===== src/dma_request_timer_pkg.sv =====
// constants shared by the dma request compare timer files
package dma_request_timer_pkg;

  // ************************************************************
  // bus geometry
  // ************************************************************
  localparam int ADDR_W = 8;
  localparam int DATA_W = 32;
  localparam int REG_W  = 16;
  localparam int IDX_LO = 2;
  localparam int IDX_HI = 7;

  // ************************************************************
  // register indices (byte address is four times the index)
  // ************************************************************
  localparam logic [5:0] IDX_START   = 6'h00;
  localparam logic [5:0] IDX_CSR     = 6'h02;
  localparam logic [5:0] IDX_COUNT   = 6'h04;
  localparam logic [5:0] IDX_PERIOD  = 6'h06;
  localparam logic [5:0] IDX_IRQ_STS = 6'h08;
  localparam logic [5:0] IDX_IRQ_MSK = 6'h09;

  // ************************************************************
  // field positions
  // ************************************************************
  localparam int RUN_BIT        = 0;
  localparam int START_RSVD_BIT = 1;
  localparam int CSEL_LO        = 0;
  localparam int CSEL_HI        = 1;
  localparam int CSR_RSVD_BIT   = 6;
  localparam int FLAG_BIT       = 7;
  localparam int IRQ_MATCH_BIT  = 0;

  // ************************************************************
  // reset values
  // ************************************************************
  localparam logic [15:0] START_RST  = 16'h0000;
  localparam logic [15:0] CSR_RST    = 16'h0000;
  localparam logic [15:0] COUNT_RST  = 16'h0000;
  localparam logic [15:0] PERIOD_RST = 16'hffff;
  localparam logic [1:0]  CSEL_RST   = 2'h0;

  // ************************************************************
  // clock select codes and last prescaler count of each
  // ************************************************************
  localparam logic [1:0] CSEL_DIV4  = 2'h0;
  localparam logic [1:0] CSEL_DIV8  = 2'h1;
  localparam logic [1:0] CSEL_DIV16 = 2'h2;
  localparam logic [1:0] CSEL_DIV64 = 2'h3;
  localparam logic [5:0] LAST_DIV4  = 6'h03;
  localparam logic [5:0] LAST_DIV8  = 6'h07;
  localparam logic [5:0] LAST_DIV16 = 6'h0f;
  localparam logic [5:0] LAST_DIV64 = 6'h3f;

  // ************************************************************
  // bus responses
  // ************************************************************
  localparam logic [1:0] RESP_OKAY   = 2'h0;
  localparam logic [1:0] RESP_SLVERR = 2'h2;

endpackage


===== src/dma_request_timer.sv =====
// compare match timer that issues dma transfer requests, with an axi4-lite slave
//
// Implementation choices: the placing of the registers and the AXI4-Lite register port.
`timescale 1ns/10ps

module dma_request_timer (
  input  wire logic        clk_i,
  input  wire logic        sys_rst_i,
  input  wire logic        ce_i,
  input  wire logic [7:0]  awaddr_i,
  input  wire logic        awvalid_i,
  output logic             awready_o,
  input  wire logic [31:0] wdata_i,
  input  wire logic [3:0]  wstrb_i,
  input  wire logic        wvalid_i,
  output logic             wready_o,
  output logic [1:0]       bresp_o,
  output logic             bvalid_o,
  input  wire logic        bready_i,
  input  wire logic [7:0]  araddr_i,
  input  wire logic        arvalid_i,
  output logic             arready_o,
  output logic [31:0]      rdata_o,
  output logic [1:0]       rresp_o,
  output logic             rvalid_o,
  input  wire logic        rready_i,
  output logic             dma_req_o,
  output logic             irq_o
);

  logic [15:0] cnt;
  logic [15:0] period;
  logic        run;
  logic        start_rsvd;
  logic        flag;
  logic        csr_rsvd;
  logic [1:0]  csel;
  logic        armed;
  logic        irq_sts;
  logic        irq_msk;
  logic        aw_held;
  logic        w_held;
  logic [5:0]  aw_idx;
  logic [31:0] w_data;
  logic [3:0]  w_strb;
  logic [5:0]  rd_idx;
  logic        tick;
  logic        match_pulse;
  logic        do_write;
  logic        wr_start;
  logic        wr_csr;
  logic        wr_cnt;
  logic        wr_period;
  logic        wr_sts;
  logic        wr_msk;
  logic        wr_hit;
  logic        clr_flag;
  logic        aw_hs;
  logic        w_hs;
  logic        ar_hs;
  logic [5:0]  ar_idx;
  logic [15:0] csr_value;
  logic [15:0] start_value;
  logic [31:0] next_rdata;
  logic        rd_hit;

  // merge a 16-bit register with the two low byte lanes of a write
  function automatic logic [15:0] merge16(input logic [15:0] old, input logic [31:0] d,
                                          input logic [3:0] s);
    logic [15:0] r;
    r = old;
    if (s[0]) r[7:0] = d[7:0];
    if (s[1]) r[15:8] = d[15:8];
    return r;
  endfunction

  // ************************************************************
  // prescaler
  // ************************************************************
  clock_divider_tick u_prescaler (
    .clk_i     (clk_i),
    .sys_rst_i (sys_rst_i),
    .ce_i      (ce_i),
    .run_i     (run),
    .sel_i     (csel),
    .tick_o    (tick)
  );

  // ************************************************************
  // write channel: address and data taken in either order
  // ************************************************************
  assign awready_o = !aw_held && !bvalid_o;
  assign wready_o  = !w_held && !bvalid_o;
  assign aw_hs     = awvalid_i && awready_o;
  assign w_hs      = wvalid_i && wready_o;
  assign do_write  = ce_i && aw_held && w_held && !bvalid_o;

  // hold address and data until both are present
  always_ff @(posedge clk_i) begin
    if (sys_rst_i) begin
      aw_held <= 1'b0;
      w_held  <= 1'b0;
      aw_idx  <= 6'h00;
      w_data  <= 32'h0000_0000;
      w_strb  <= 4'h0;
    end else if (ce_i) begin
      if (aw_hs) begin
        aw_held <= 1'b1;
        aw_idx  <= awaddr_i[dma_request_timer_pkg::IDX_HI:dma_request_timer_pkg::IDX_LO];
      end else if (do_write) begin
        aw_held <= 1'b0;
      end
      if (w_hs) begin
        w_held <= 1'b1;
        w_data <= wdata_i;
        w_strb <= wstrb_i;
      end else if (do_write) begin
        w_held <= 1'b0;
      end
    end
  end

  // write decode
  assign wr_start  = do_write && (aw_idx == dma_request_timer_pkg::IDX_START);
  assign wr_csr    = do_write && (aw_idx == dma_request_timer_pkg::IDX_CSR);
  assign wr_cnt    = do_write && (aw_idx == dma_request_timer_pkg::IDX_COUNT);
  assign wr_period = do_write && (aw_idx == dma_request_timer_pkg::IDX_PERIOD);
  assign wr_sts    = do_write && (aw_idx == dma_request_timer_pkg::IDX_IRQ_STS);
  assign wr_msk    = do_write && (aw_idx == dma_request_timer_pkg::IDX_IRQ_MSK);
  assign wr_hit    = wr_start || wr_csr || wr_cnt || wr_period || wr_sts || wr_msk;

  // write response; unmapped addresses answer slverr
  always_ff @(posedge clk_i) begin
    if (sys_rst_i) begin
      bvalid_o <= 1'b0;
      bresp_o  <= dma_request_timer_pkg::RESP_OKAY;
    end else if (ce_i) begin
      if (do_write) begin
        bvalid_o <= 1'b1;
        bresp_o  <= wr_hit ? dma_request_timer_pkg::RESP_OKAY
                           : dma_request_timer_pkg::RESP_SLVERR;
      end else if (bready_i) begin
        bvalid_o <= 1'b0;
      end
    end
  end

  // ************************************************************
  // control registers
  // ************************************************************
  // start register: run bit and its storage neighbour
  always_ff @(posedge clk_i) begin
    if (sys_rst_i) begin
      run        <= dma_request_timer_pkg::START_RST[dma_request_timer_pkg::RUN_BIT];
      start_rsvd <= dma_request_timer_pkg::START_RST[dma_request_timer_pkg::START_RSVD_BIT];
    end else if (ce_i && wr_start && w_strb[0]) begin
      run        <= w_data[dma_request_timer_pkg::RUN_BIT];
      start_rsvd <= w_data[dma_request_timer_pkg::START_RSVD_BIT];
    end
  end

  // control/status writable fields; only reset reinitialises them
  always_ff @(posedge clk_i) begin
    if (sys_rst_i) begin
      csel     <= dma_request_timer_pkg::CSEL_RST;
      csr_rsvd <= dma_request_timer_pkg::CSR_RST[dma_request_timer_pkg::CSR_RSVD_BIT];
    end else if (ce_i && wr_csr && w_strb[0]) begin
      csel     <= w_data[dma_request_timer_pkg::CSEL_HI:dma_request_timer_pkg::CSEL_LO];
      csr_rsvd <= w_data[dma_request_timer_pkg::CSR_RSVD_BIT];
    end
  end

  // period constant
  always_ff @(posedge clk_i) begin
    if (sys_rst_i) begin
      period <= dma_request_timer_pkg::PERIOD_RST;
    end else if (ce_i && wr_period) begin
      period <= merge16(period, w_data, w_strb);
    end
  end

  // ************************************************************
  // counter and compare match
  // ************************************************************
  // a software write to the counter takes precedence over a tick
  assign match_pulse = ce_i && tick && run && !wr_cnt && (cnt == period);

  // up-counter; holds while halted
  always_ff @(posedge clk_i) begin
    if (sys_rst_i) begin
      cnt <= dma_request_timer_pkg::COUNT_RST;
    end else if (ce_i) begin
      if (wr_cnt) begin
        cnt <= merge16(cnt, w_data, w_strb);
      end else if (tick && run) begin
        if (cnt == period) begin
          cnt <= 16'h0000;
        end else begin
          cnt <= cnt + 16'h0001;
        end
      end
    end
  end

  // transfer request pulse toward the dma controller
  always_ff @(posedge clk_i) begin
    if (sys_rst_i) begin
      dma_req_o <= 1'b0;
    end else if (ce_i) begin
      dma_req_o <= match_pulse;
    end
  end

  // ************************************************************
  // match flag with read-then-clear protocol
  // ************************************************************
  assign clr_flag = wr_csr && w_strb[0] && !w_data[dma_request_timer_pkg::FLAG_BIT] && armed;

  // armed once software has seen the flag at one; any control/status write disarms
  always_ff @(posedge clk_i) begin
    if (sys_rst_i) begin
      armed <= 1'b0;
    end else if (ce_i) begin
      if (wr_csr) begin
        armed <= 1'b0;
      end else if (ar_hs && (ar_idx == dma_request_timer_pkg::IDX_CSR) && flag) begin
        armed <= 1'b1;
      end
    end
  end

  // a match in the clearing cycle keeps the flag set
  always_ff @(posedge clk_i) begin
    if (sys_rst_i) begin
      flag <= dma_request_timer_pkg::CSR_RST[dma_request_timer_pkg::FLAG_BIT];
    end else if (ce_i) begin
      if (match_pulse) begin
        flag <= 1'b1;
      end else if (clr_flag) begin
        flag <= 1'b0;
      end
    end
  end

  // ************************************************************
  // interrupt status and mask
  // ************************************************************
  // sticky status, write one to clear, set wins
  always_ff @(posedge clk_i) begin
    if (sys_rst_i) begin
      irq_sts <= 1'b0;
      irq_msk <= 1'b0;
    end else if (ce_i) begin
      if (match_pulse) begin
        irq_sts <= 1'b1;
      end else if (wr_sts && w_strb[0] && w_data[dma_request_timer_pkg::IRQ_MATCH_BIT]) begin
        irq_sts <= 1'b0;
      end
      if (wr_msk && w_strb[0]) begin
        irq_msk <= w_data[dma_request_timer_pkg::IRQ_MATCH_BIT];
      end
    end
  end

  assign irq_o = irq_sts && irq_msk;

  // ************************************************************
  // read channel
  // ************************************************************
  assign arready_o = !rvalid_o;
  assign ar_hs     = ce_i && arvalid_i && arready_o;
  assign ar_idx    = araddr_i[dma_request_timer_pkg::IDX_HI:dma_request_timer_pkg::IDX_LO];

  // read views; unlisted bits stay zero
  always_comb begin
    csr_value   = 16'h0000;
    start_value = 16'h0000;
    csr_value[dma_request_timer_pkg::FLAG_BIT]     = flag;
    csr_value[dma_request_timer_pkg::CSR_RSVD_BIT] = csr_rsvd;
    csr_value[dma_request_timer_pkg::CSEL_HI:dma_request_timer_pkg::CSEL_LO] = csel;
    start_value[dma_request_timer_pkg::RUN_BIT]        = run;
    start_value[dma_request_timer_pkg::START_RSVD_BIT] = start_rsvd;
  end

  // read mux
  always_comb begin
    next_rdata = 32'h0000_0000;
    rd_hit     = 1'b1;
    case (ar_idx)
      dma_request_timer_pkg::IDX_START:   next_rdata[15:0] = start_value;
      dma_request_timer_pkg::IDX_CSR:     next_rdata[15:0] = csr_value;
      dma_request_timer_pkg::IDX_COUNT:   next_rdata[15:0] = cnt;
      dma_request_timer_pkg::IDX_PERIOD:  next_rdata[15:0] = period;
      dma_request_timer_pkg::IDX_IRQ_STS: next_rdata[0]    = irq_sts;
      dma_request_timer_pkg::IDX_IRQ_MSK: next_rdata[0]    = irq_msk;
      default:                            rd_hit           = 1'b0;
    endcase
  end

  // registered read data
  always_ff @(posedge clk_i) begin
    if (sys_rst_i) begin
      rvalid_o <= 1'b0;
      rdata_o  <= 32'h0000_0000;
      rresp_o  <= dma_request_timer_pkg::RESP_OKAY;
      rd_idx   <= 6'h00;
    end else if (ce_i) begin
      if (ar_hs) begin
        rvalid_o <= 1'b1;
        rdata_o  <= next_rdata;
        rd_idx   <= ar_idx;
        rresp_o  <= rd_hit ? dma_request_timer_pkg::RESP_OKAY
                           : dma_request_timer_pkg::RESP_SLVERR;
      end else if (rready_i) begin
        rvalid_o <= 1'b0;
      end
    end
  end
endmodule


===== src/clock_divider_tick.sv =====
// prescaler that gives one tick per selected division of the peripheral clock
`timescale 1ns/10ps

module clock_divider_tick (
  input  wire logic       clk_i,
  input  wire logic       sys_rst_i,
  input  wire logic       ce_i,
  input  wire logic       run_i,
  input  wire logic [1:0] sel_i,
  output logic            tick_o
);

  logic [5:0] pre;
  logic [5:0] last;

  // ************************************************************
  // terminal count for the selected division
  // ************************************************************
  always_comb begin
    case (sel_i)
      dma_request_timer_pkg::CSEL_DIV4:  last = dma_request_timer_pkg::LAST_DIV4;
      dma_request_timer_pkg::CSEL_DIV8:  last = dma_request_timer_pkg::LAST_DIV8;
      dma_request_timer_pkg::CSEL_DIV16: last = dma_request_timer_pkg::LAST_DIV16;
      default:                           last = dma_request_timer_pkg::LAST_DIV64;
    endcase
  end

  // ************************************************************
  // divider counter; held at zero while halted
  // ************************************************************
  // wraps on >= so a smaller division picked mid-count does not run to 63
  always_ff @(posedge clk_i) begin
    if (sys_rst_i) begin
      pre    <= 6'h00;
      tick_o <= 1'b0;
    end else if (ce_i) begin
      if (!run_i) begin
        pre    <= 6'h00;
        tick_o <= 1'b0;
      end else if (pre >= last) begin
        pre    <= 6'h00;
        tick_o <= 1'b1;
      end else begin
        pre    <= pre + 6'h01;
        tick_o <= 1'b0;
      end
    end
  end

endmodule


===== config.mk =====
export PLATFORM = sky130hd
export DESIGN_NAME = dma_request_timer
export DESIGN_NICKNAME = d
export VERILOG_FILES = /design/src/dma_request_timer_pkg.sv /design/src/dma_request_timer.sv /design/src/clock_divider_tick.sv
export SDC_FILE = /design/constraint.sdc
export NUM_CORES = 1
export LEC_CHECK = 0
export ABC_AREA = 1
export BUFFER_PORTS_ARGS = -buffer_cell sky130_fd_sc_hd__clkbuf_2
export CAP_MARGIN = 20
export CORE_MARGIN = 5
export CORE_UTILIZATION = 55
export DETAILED_ROUTE_END_ITERATION = 12
export PLACE_DENSITY = 0.89
export SLEW_MARGIN = 10
export SYNTH_ARGS = -nofsm -noshare
export SYNTH_HDL_FRONTEND = slang
export SYNTH_HIERARCHICAL = 1
export SYNTH_SLANG_ARGS = --single-unit

===== constraint.sdc =====
create_clock -name clk_i -period 1.9 [get_ports clk_i]
set_input_delay 0.38 -clock clk_i [delete_from_list [all_inputs] [get_ports clk_i]]
set_output_delay 0.38 -clock clk_i [all_outputs]
set_load 0.03 [all_outputs]

==> results of run 1 <==
-- tightest hold or removal path: cells and delay by family --
family / cells / cell delay (ns)
buffers and inverters: 1 / 0.07
AOI/OAI and AO/OA: 1 / 0.07
and+or+nand+nor: 1 / 0.07
-- path summary, 6_finish.rpt --
| check | startpoint | endpoint | slack [ns] | depth (start not counted) |
|---|---|---|---|---|
| max | cnt[1] | cnt[10] | 0.23 | 10 |
| max reg2reg | cnt[1] | cnt[10] | 0.23 | 10 |
| min reg2reg | csr_rsvd | csr_rsvd | 0.46 | 2 |
| min | awaddr_i[6] | aw_idx[4] | 0.25 | 3 |
-- through the flow --
| stage | instances | utilization (%) |
|---|---|---|
| global route | 942 | 61.7 |
| CTS | 942 | 61.7 |
| global placement | 926 | 59.8 |
| floorplan | 781 | - |
| finish | 942 | 61.7 |
| detailed placement | 926 | 59.8 |
-- per-layer routing --
metal	GRT usage, %	routed length (µm)
met2	34.0	5280
met5	0	0
met3	3.52	889
met1	30.3	5500
met4	6.66	206
-- cell type report --
type	count	area [µm²]
Timing Repair Buffer	77	435
Clock buffer	10	128
Multi-Input combinational cell	550	2620
Inverter	93	349
Fill cell	811	3490
Sequential cell	95	1900
Clock inverter	6	50.0
Tap cell	111	139
-- power by group --
group          switching (µW)  internal [µW]
Sequential               29.6           2040
Combinational             245           98.9
Clock                     748            493
-- state kept, by name, summed over array words and instances (netlist names), 2 cells and up --
| name | count |
|---|---|
| aw_idx | 6 |
| period | 16 |
| rdata_o | 16 |
| w_data | 16 |
| w_strb | 2 |
| csel | 2 |
| cnt | 16 |
| u_prescaler/pre | 6 |
-- kinds of logic (layout without fill, tap and decap cells) --
| family | count (synthesis) | count (layout) | synth area share (%) |
|---|---|---|---|
| and+or+nand+nor | 368 | 368 | 30.9 |
| adders and majority gates | 6 | 6 | 1.48 |
| buffers and inverters | 136 | 186 | 12.3 |
| AOI/OAI and AO/OA | 148 | 148 | 16.1 |
| DFF | 95 | 95 | 37.4 |
| other | 1 | 18 | 0.0738 |
| xor gates and xnor gates | 10 | 10 | 1.72 |
-- cells in the final DEF (no fill, tap or decap), drive strengths merged, types with 8 or more instances in the layout --
master / Yosys / layout
a21oi: 77 / 77
buf: 30 / 15
clkbuf: 13 / 72
conb: 1 / 18
dfxtp: 95 / 95
inv: 91 / 94
nand2: 210 / 210
nand3: 43 / 43
nand4: 8 / 8
nor2: 100 / 100
o211ai: 16 / 16
o21ai: 44 / 44
o22ai: 9 / 9
xor2: 10 / 10
==> results_dict.tcl, run 1 <==
set metrics [dict create \
    status "complete, no violations" \
    drt_iter0_markers 440 \
    finalMaxSlewViolations 0 \
    setup-tns-final_ns 0 \
    grt_overflow 0 \
    portBuffers 62 \
    netlist_area_um2 5080 \
    area_growth_pct 10.7 \
    clkTransAtPathRegs_ns 0.10 \
    rsz0062_at_grt "false" \
    peakVddDrop_mv 0.367 \
    worstSetupPathType "reg -> reg" \
    die_h_um 106 \
    ys_types 34 \
    ioPinCount 103 \
    drt.antenna.violating_nets 0 \
    ys.flop_type "dfxtp_1" \
    clk_latency_ns 0.37 \
    drc 0 \
    fin_crit_sh_pct 87.7 \
    cap_violations 0 \
    worst_pin_slew_ns 0.552 \
    layout_min_cycle_time_ns 1.67 \
    setup_viol 0 \
    start_kind "flop" \
    synth_top_area_share_pct 37.4 \
    max_freq_ghz 0.600 \
    yosysTopAreaCell "dfxtp_1" \
    start_util_pct 55.8 \
    hpwl_mm 8.89 \
    dp_slack_ns 0.242 \
    antenna_found_initial 0 \
    critPathArrivalTime_ns 1.96 \
    clock_sinks 95 \
    vias 4878 \
    crit_required_ns 2.20 \
    cp_cell_sequence "ha_1 > nand2_1 > nor2_1 > buf_4 > nand3_1 > nand2_1 > o21ai_0 > inv_1 > nand3_1 > a21oi_1" \
    cp_slowest_cell "dfxtp_1" \
    root_buffer "clkbuf_8" \
    gp_congestion 0.908 \
    synth_common_cells "203 x nand2_1, 95 x dfxtp_1, 94 x nor2_1" \
    ys_warn_count 6 \
    crit_path_max_incr_delay_ns 0.43 \
    p_leak_uw 0.00264 \
    grt_max_degree 62 \
    postPlaceCellArea_um2 5440 \
    finalInstanceArea_um2 5620 \
    path_delay_family "simple AND/OR/NAND/NOR gates" \
    first_global_vias 4394 \
    synthTopCellsByArea "dfxtp_1 37%, nand2_1 15%, a21oi_1 7.3%" \
    grt_pass1_wl_mm 20.2 \
    track_usage_pct 21.6 \
    ys_ff_latch 95 \
    vias_per_cell 5.18 \
    tritoncts "done" \
    antennaDiodeCount 0 \
    drive_gt1_share_pct 14.0 \
    yosysMostFrequentCell "nand2_1" \
    first_pass_iters 5 \
    total_power_uw 3650 \
    die-area_um2 11300 \
    wl_per_cell_um 12.6 \
    ys_seq_area_share_pct 37.4 \
    finalWorstSetupSlack_ns 0.234 \
    end_kind "flop" \
    hp-class "in -> reg" \
    cts_resized 0 \
    hold_ws_ns 0.253 \
    cts_max_level 3 \
    postSynthAreaPerCell_um2 6.65 \
    max_slew_margin_pct 63.2 \
    critPathBufInv 2 \
    synthCells 764 \
    finClkSkew_ns 0.00969 \
    core_um2 9110 \
    cts_setup_buffers 0 \
    hold_buffers 0 \
    final_net_count 892 \
    hold_violations 0 \
    wl_mm 11.9 \
    numCtsBuffers 9 \
    num_rows 35 \
    powerDensity_nw_per_um2 649 \
    clk_path_buf_depth 2 \
    dieWidth_um 106 \
    synth_edf_count 0 \
    async_flop_share_pct 0 \
    cp_max_fo 7 \
]
Note: power is estimated with default switching activity, not from simulation.
==> run 2: changes to the inputs <==
Settings changed: REMOVE_ABC_BUFFERS from default to 1.
==> run 2 against run 1 <==
Count of clock-buffer cells in the layout stayed put. Hold slack hardly changed. Critical path depth stayed put. Total power is 4.5% higher. Largest power group unchanged. Core utilization is 0.37 points higher.
==> results_dict.tcl, run 2 (same netlist as run 1, synthesis figures left out) <==
set metrics [dict create \
    setup_viol 0 \
    hp-class "in -> reg" \
    regArea_um2 1900 \
    cp_max_fo 7 \
    end_kind "flop" \
    multiInputGateArea_um2 2620 \
    layout_commonest_cell "nand2_1" \
    wl_mm 12.1 \
    mostFrequentLayoutCells "203 x nand2_1, 95 x dfxtp_1, 94 x nor2_1, 90 x inv_1, 74 x a21oi_1" \
    powerDensity_nw_per_um2 674 \
    cap_violations 0 \
    hpwl_mm 8.72 \
    ff2ff_setup_slack_ns 0.25 \
    hold_path_end "bvalid_o" \
    worstSetupPathType "reg -> reg" \
    fin_crit_sh_pct 87.0 \
    final_net_count 891 \
    vias 4929 \
    status "complete, no violations" \
    worst_pin_slew_ns 0.537 \
    start_kind "flop" \
    drive_gt1_share_pct 14.0 \
    drt.antenna.violating_nets 0 \
    hold_buffers 0 \
    cts_max_level 3 \
    first_pass_iters 5 \
    root_buffer "clkbuf_8" \
    cts_resized 0 \
    layout_min_cycle_time_ns 1.65 \
    vias_per_cell 5.24 \
    antenna_found_initial 0 \
    ioPinCount 103 \
    drc 0 \
    placed_cells 925 \
    max_slew_margin_pct 64.2 \
    hold_violations 0 \
    hold_path_depth 4 \
    grt_overflow 0 \
    start_util_pct 55.8 \
    postPlaceCellArea_um2 5450 \
    fin_util_pct 62.1 \
    die-area_um2 11300 \
    max_freq_ghz 0.605 \
    hold_path_startpoint "bready_i" \
    tritoncts "done" \
    numCtsBuffers 9 \
    portBuffers 62 \
    critPathArrivalTime_ns 1.97 \
    die_h_um 106 \
    reg2reg_to "cnt[14]" \
    finalInstanceArea_um2 5660 \
    grt_max_degree 55 \
    dp_slack_ns 0.216 \
    finClkSkew_ns 0.00833 \
    dieWidth_um 106 \
    core_um2 9110 \
    gp_congestion 0.889 \
    drt_iter0_markers 428 \
    crit_required_ns 2.22 \
    total_power_uw 3810 \
    first_global_vias 4495 \
    grt_pass1_wl_mm 20.8 \
    clk_latency_ns 0.38 \
    p_leak_uw 0.00266 \
    clk_path_buf_depth 2 \
    wl_per_cell_um 12.9 \
    r2r-start "cnt[1]" \
    peakVddDrop_mv 0.317 \
    num_rows 35 \
    ff2ff_path_depth 10 \
    nFillCells 810 \
    antennaDiodeCount 0 \
    clkTransAtPathRegs_ns 0.10 \
    fin_cells 941 \
    finalMaxSlewViolations 0 \
    cts_setup_buffers 0 \
    track_usage_pct 22.4 \
    finalWorstSetupSlack_ns 0.247 \
    area_growth_pct 11.3 \
    clock_sinks 95 \
    rsz0062_at_grt "false" \
]
[run 2: worst max-delay path, cell delays in order (launching register included)]
cell	delay, ns
dfxtp_1	0.46
ha_1	0.23
nand2_1	0.06
nor2_1	0.10
buf_4	0.16
nand3_1	0.12
nor2_1	0.13
nand2_1	0.05
nand2_1	0.06
nand3_1	0.08
a21oi_1	0.14
[run 2: cell type report]
type / instances / share of cell area, %
Clock inverter: 6 / 1.22
Multi-Input combinational cell: 550 / 46.3
Clock buffer: 10 / 2.43
Timing Repair Buffer: 76 / 7.79
Inverter: 93 / 6.17
Tap cell: 111 / 2.46
Sequential cell: 95 / 33.6
[run 2: per-stage QoR]
step                      setup TNS (ns)  hold WS [ns]
after floorplan                    -6.21         0.432
after global placement                 0         0.445
after detailed placement               0         0.458
after CTS                              0         0.252
after global routing                   0         0.264
final                                  0         0.252
[run 2: where the power goes]
group | switching [µW] | internal (µW) | leakage, µW
Clock | 751 | 651 | 0.000103
Combinational | 249 | 100 | 0.00179
Sequential | 26.7 | 2040 | 0.000771
Total | 1030 | 2790 | 0.00266
[run 2: worst max-delay path by stage]
stage           startpoint     endpoint  depth (start not counted)
6_report            cnt[1]      cnt[14]                         10
5_1_grt             cnt[1]      cnt[14]                         10
4_1_cts             cnt[1]      cnt[14]                         10
3_5_place_dp          ce_i       cnt[2]                          8
3_3_place_gp   araddr_i[7]  rdata_o[12]                          8
2_1_floorplan     bvalid_o    w_data[0]                          4
[run 2: per-layer routing]
layer | routed length, µm | vias to the layer above | part of all wire, % | global-route usage, %
li1 | - | 2536 | - | -
met4 | 260 | 0 | 2.1 | 9.25
met3 | 848 | 24 | 7.0 | 4.01
met1 | 5520 | 2204 | 45 | 30.1
met5 | 0 | - | 0 | 0
met2 | 5500 | 165 | 45 | 35.2
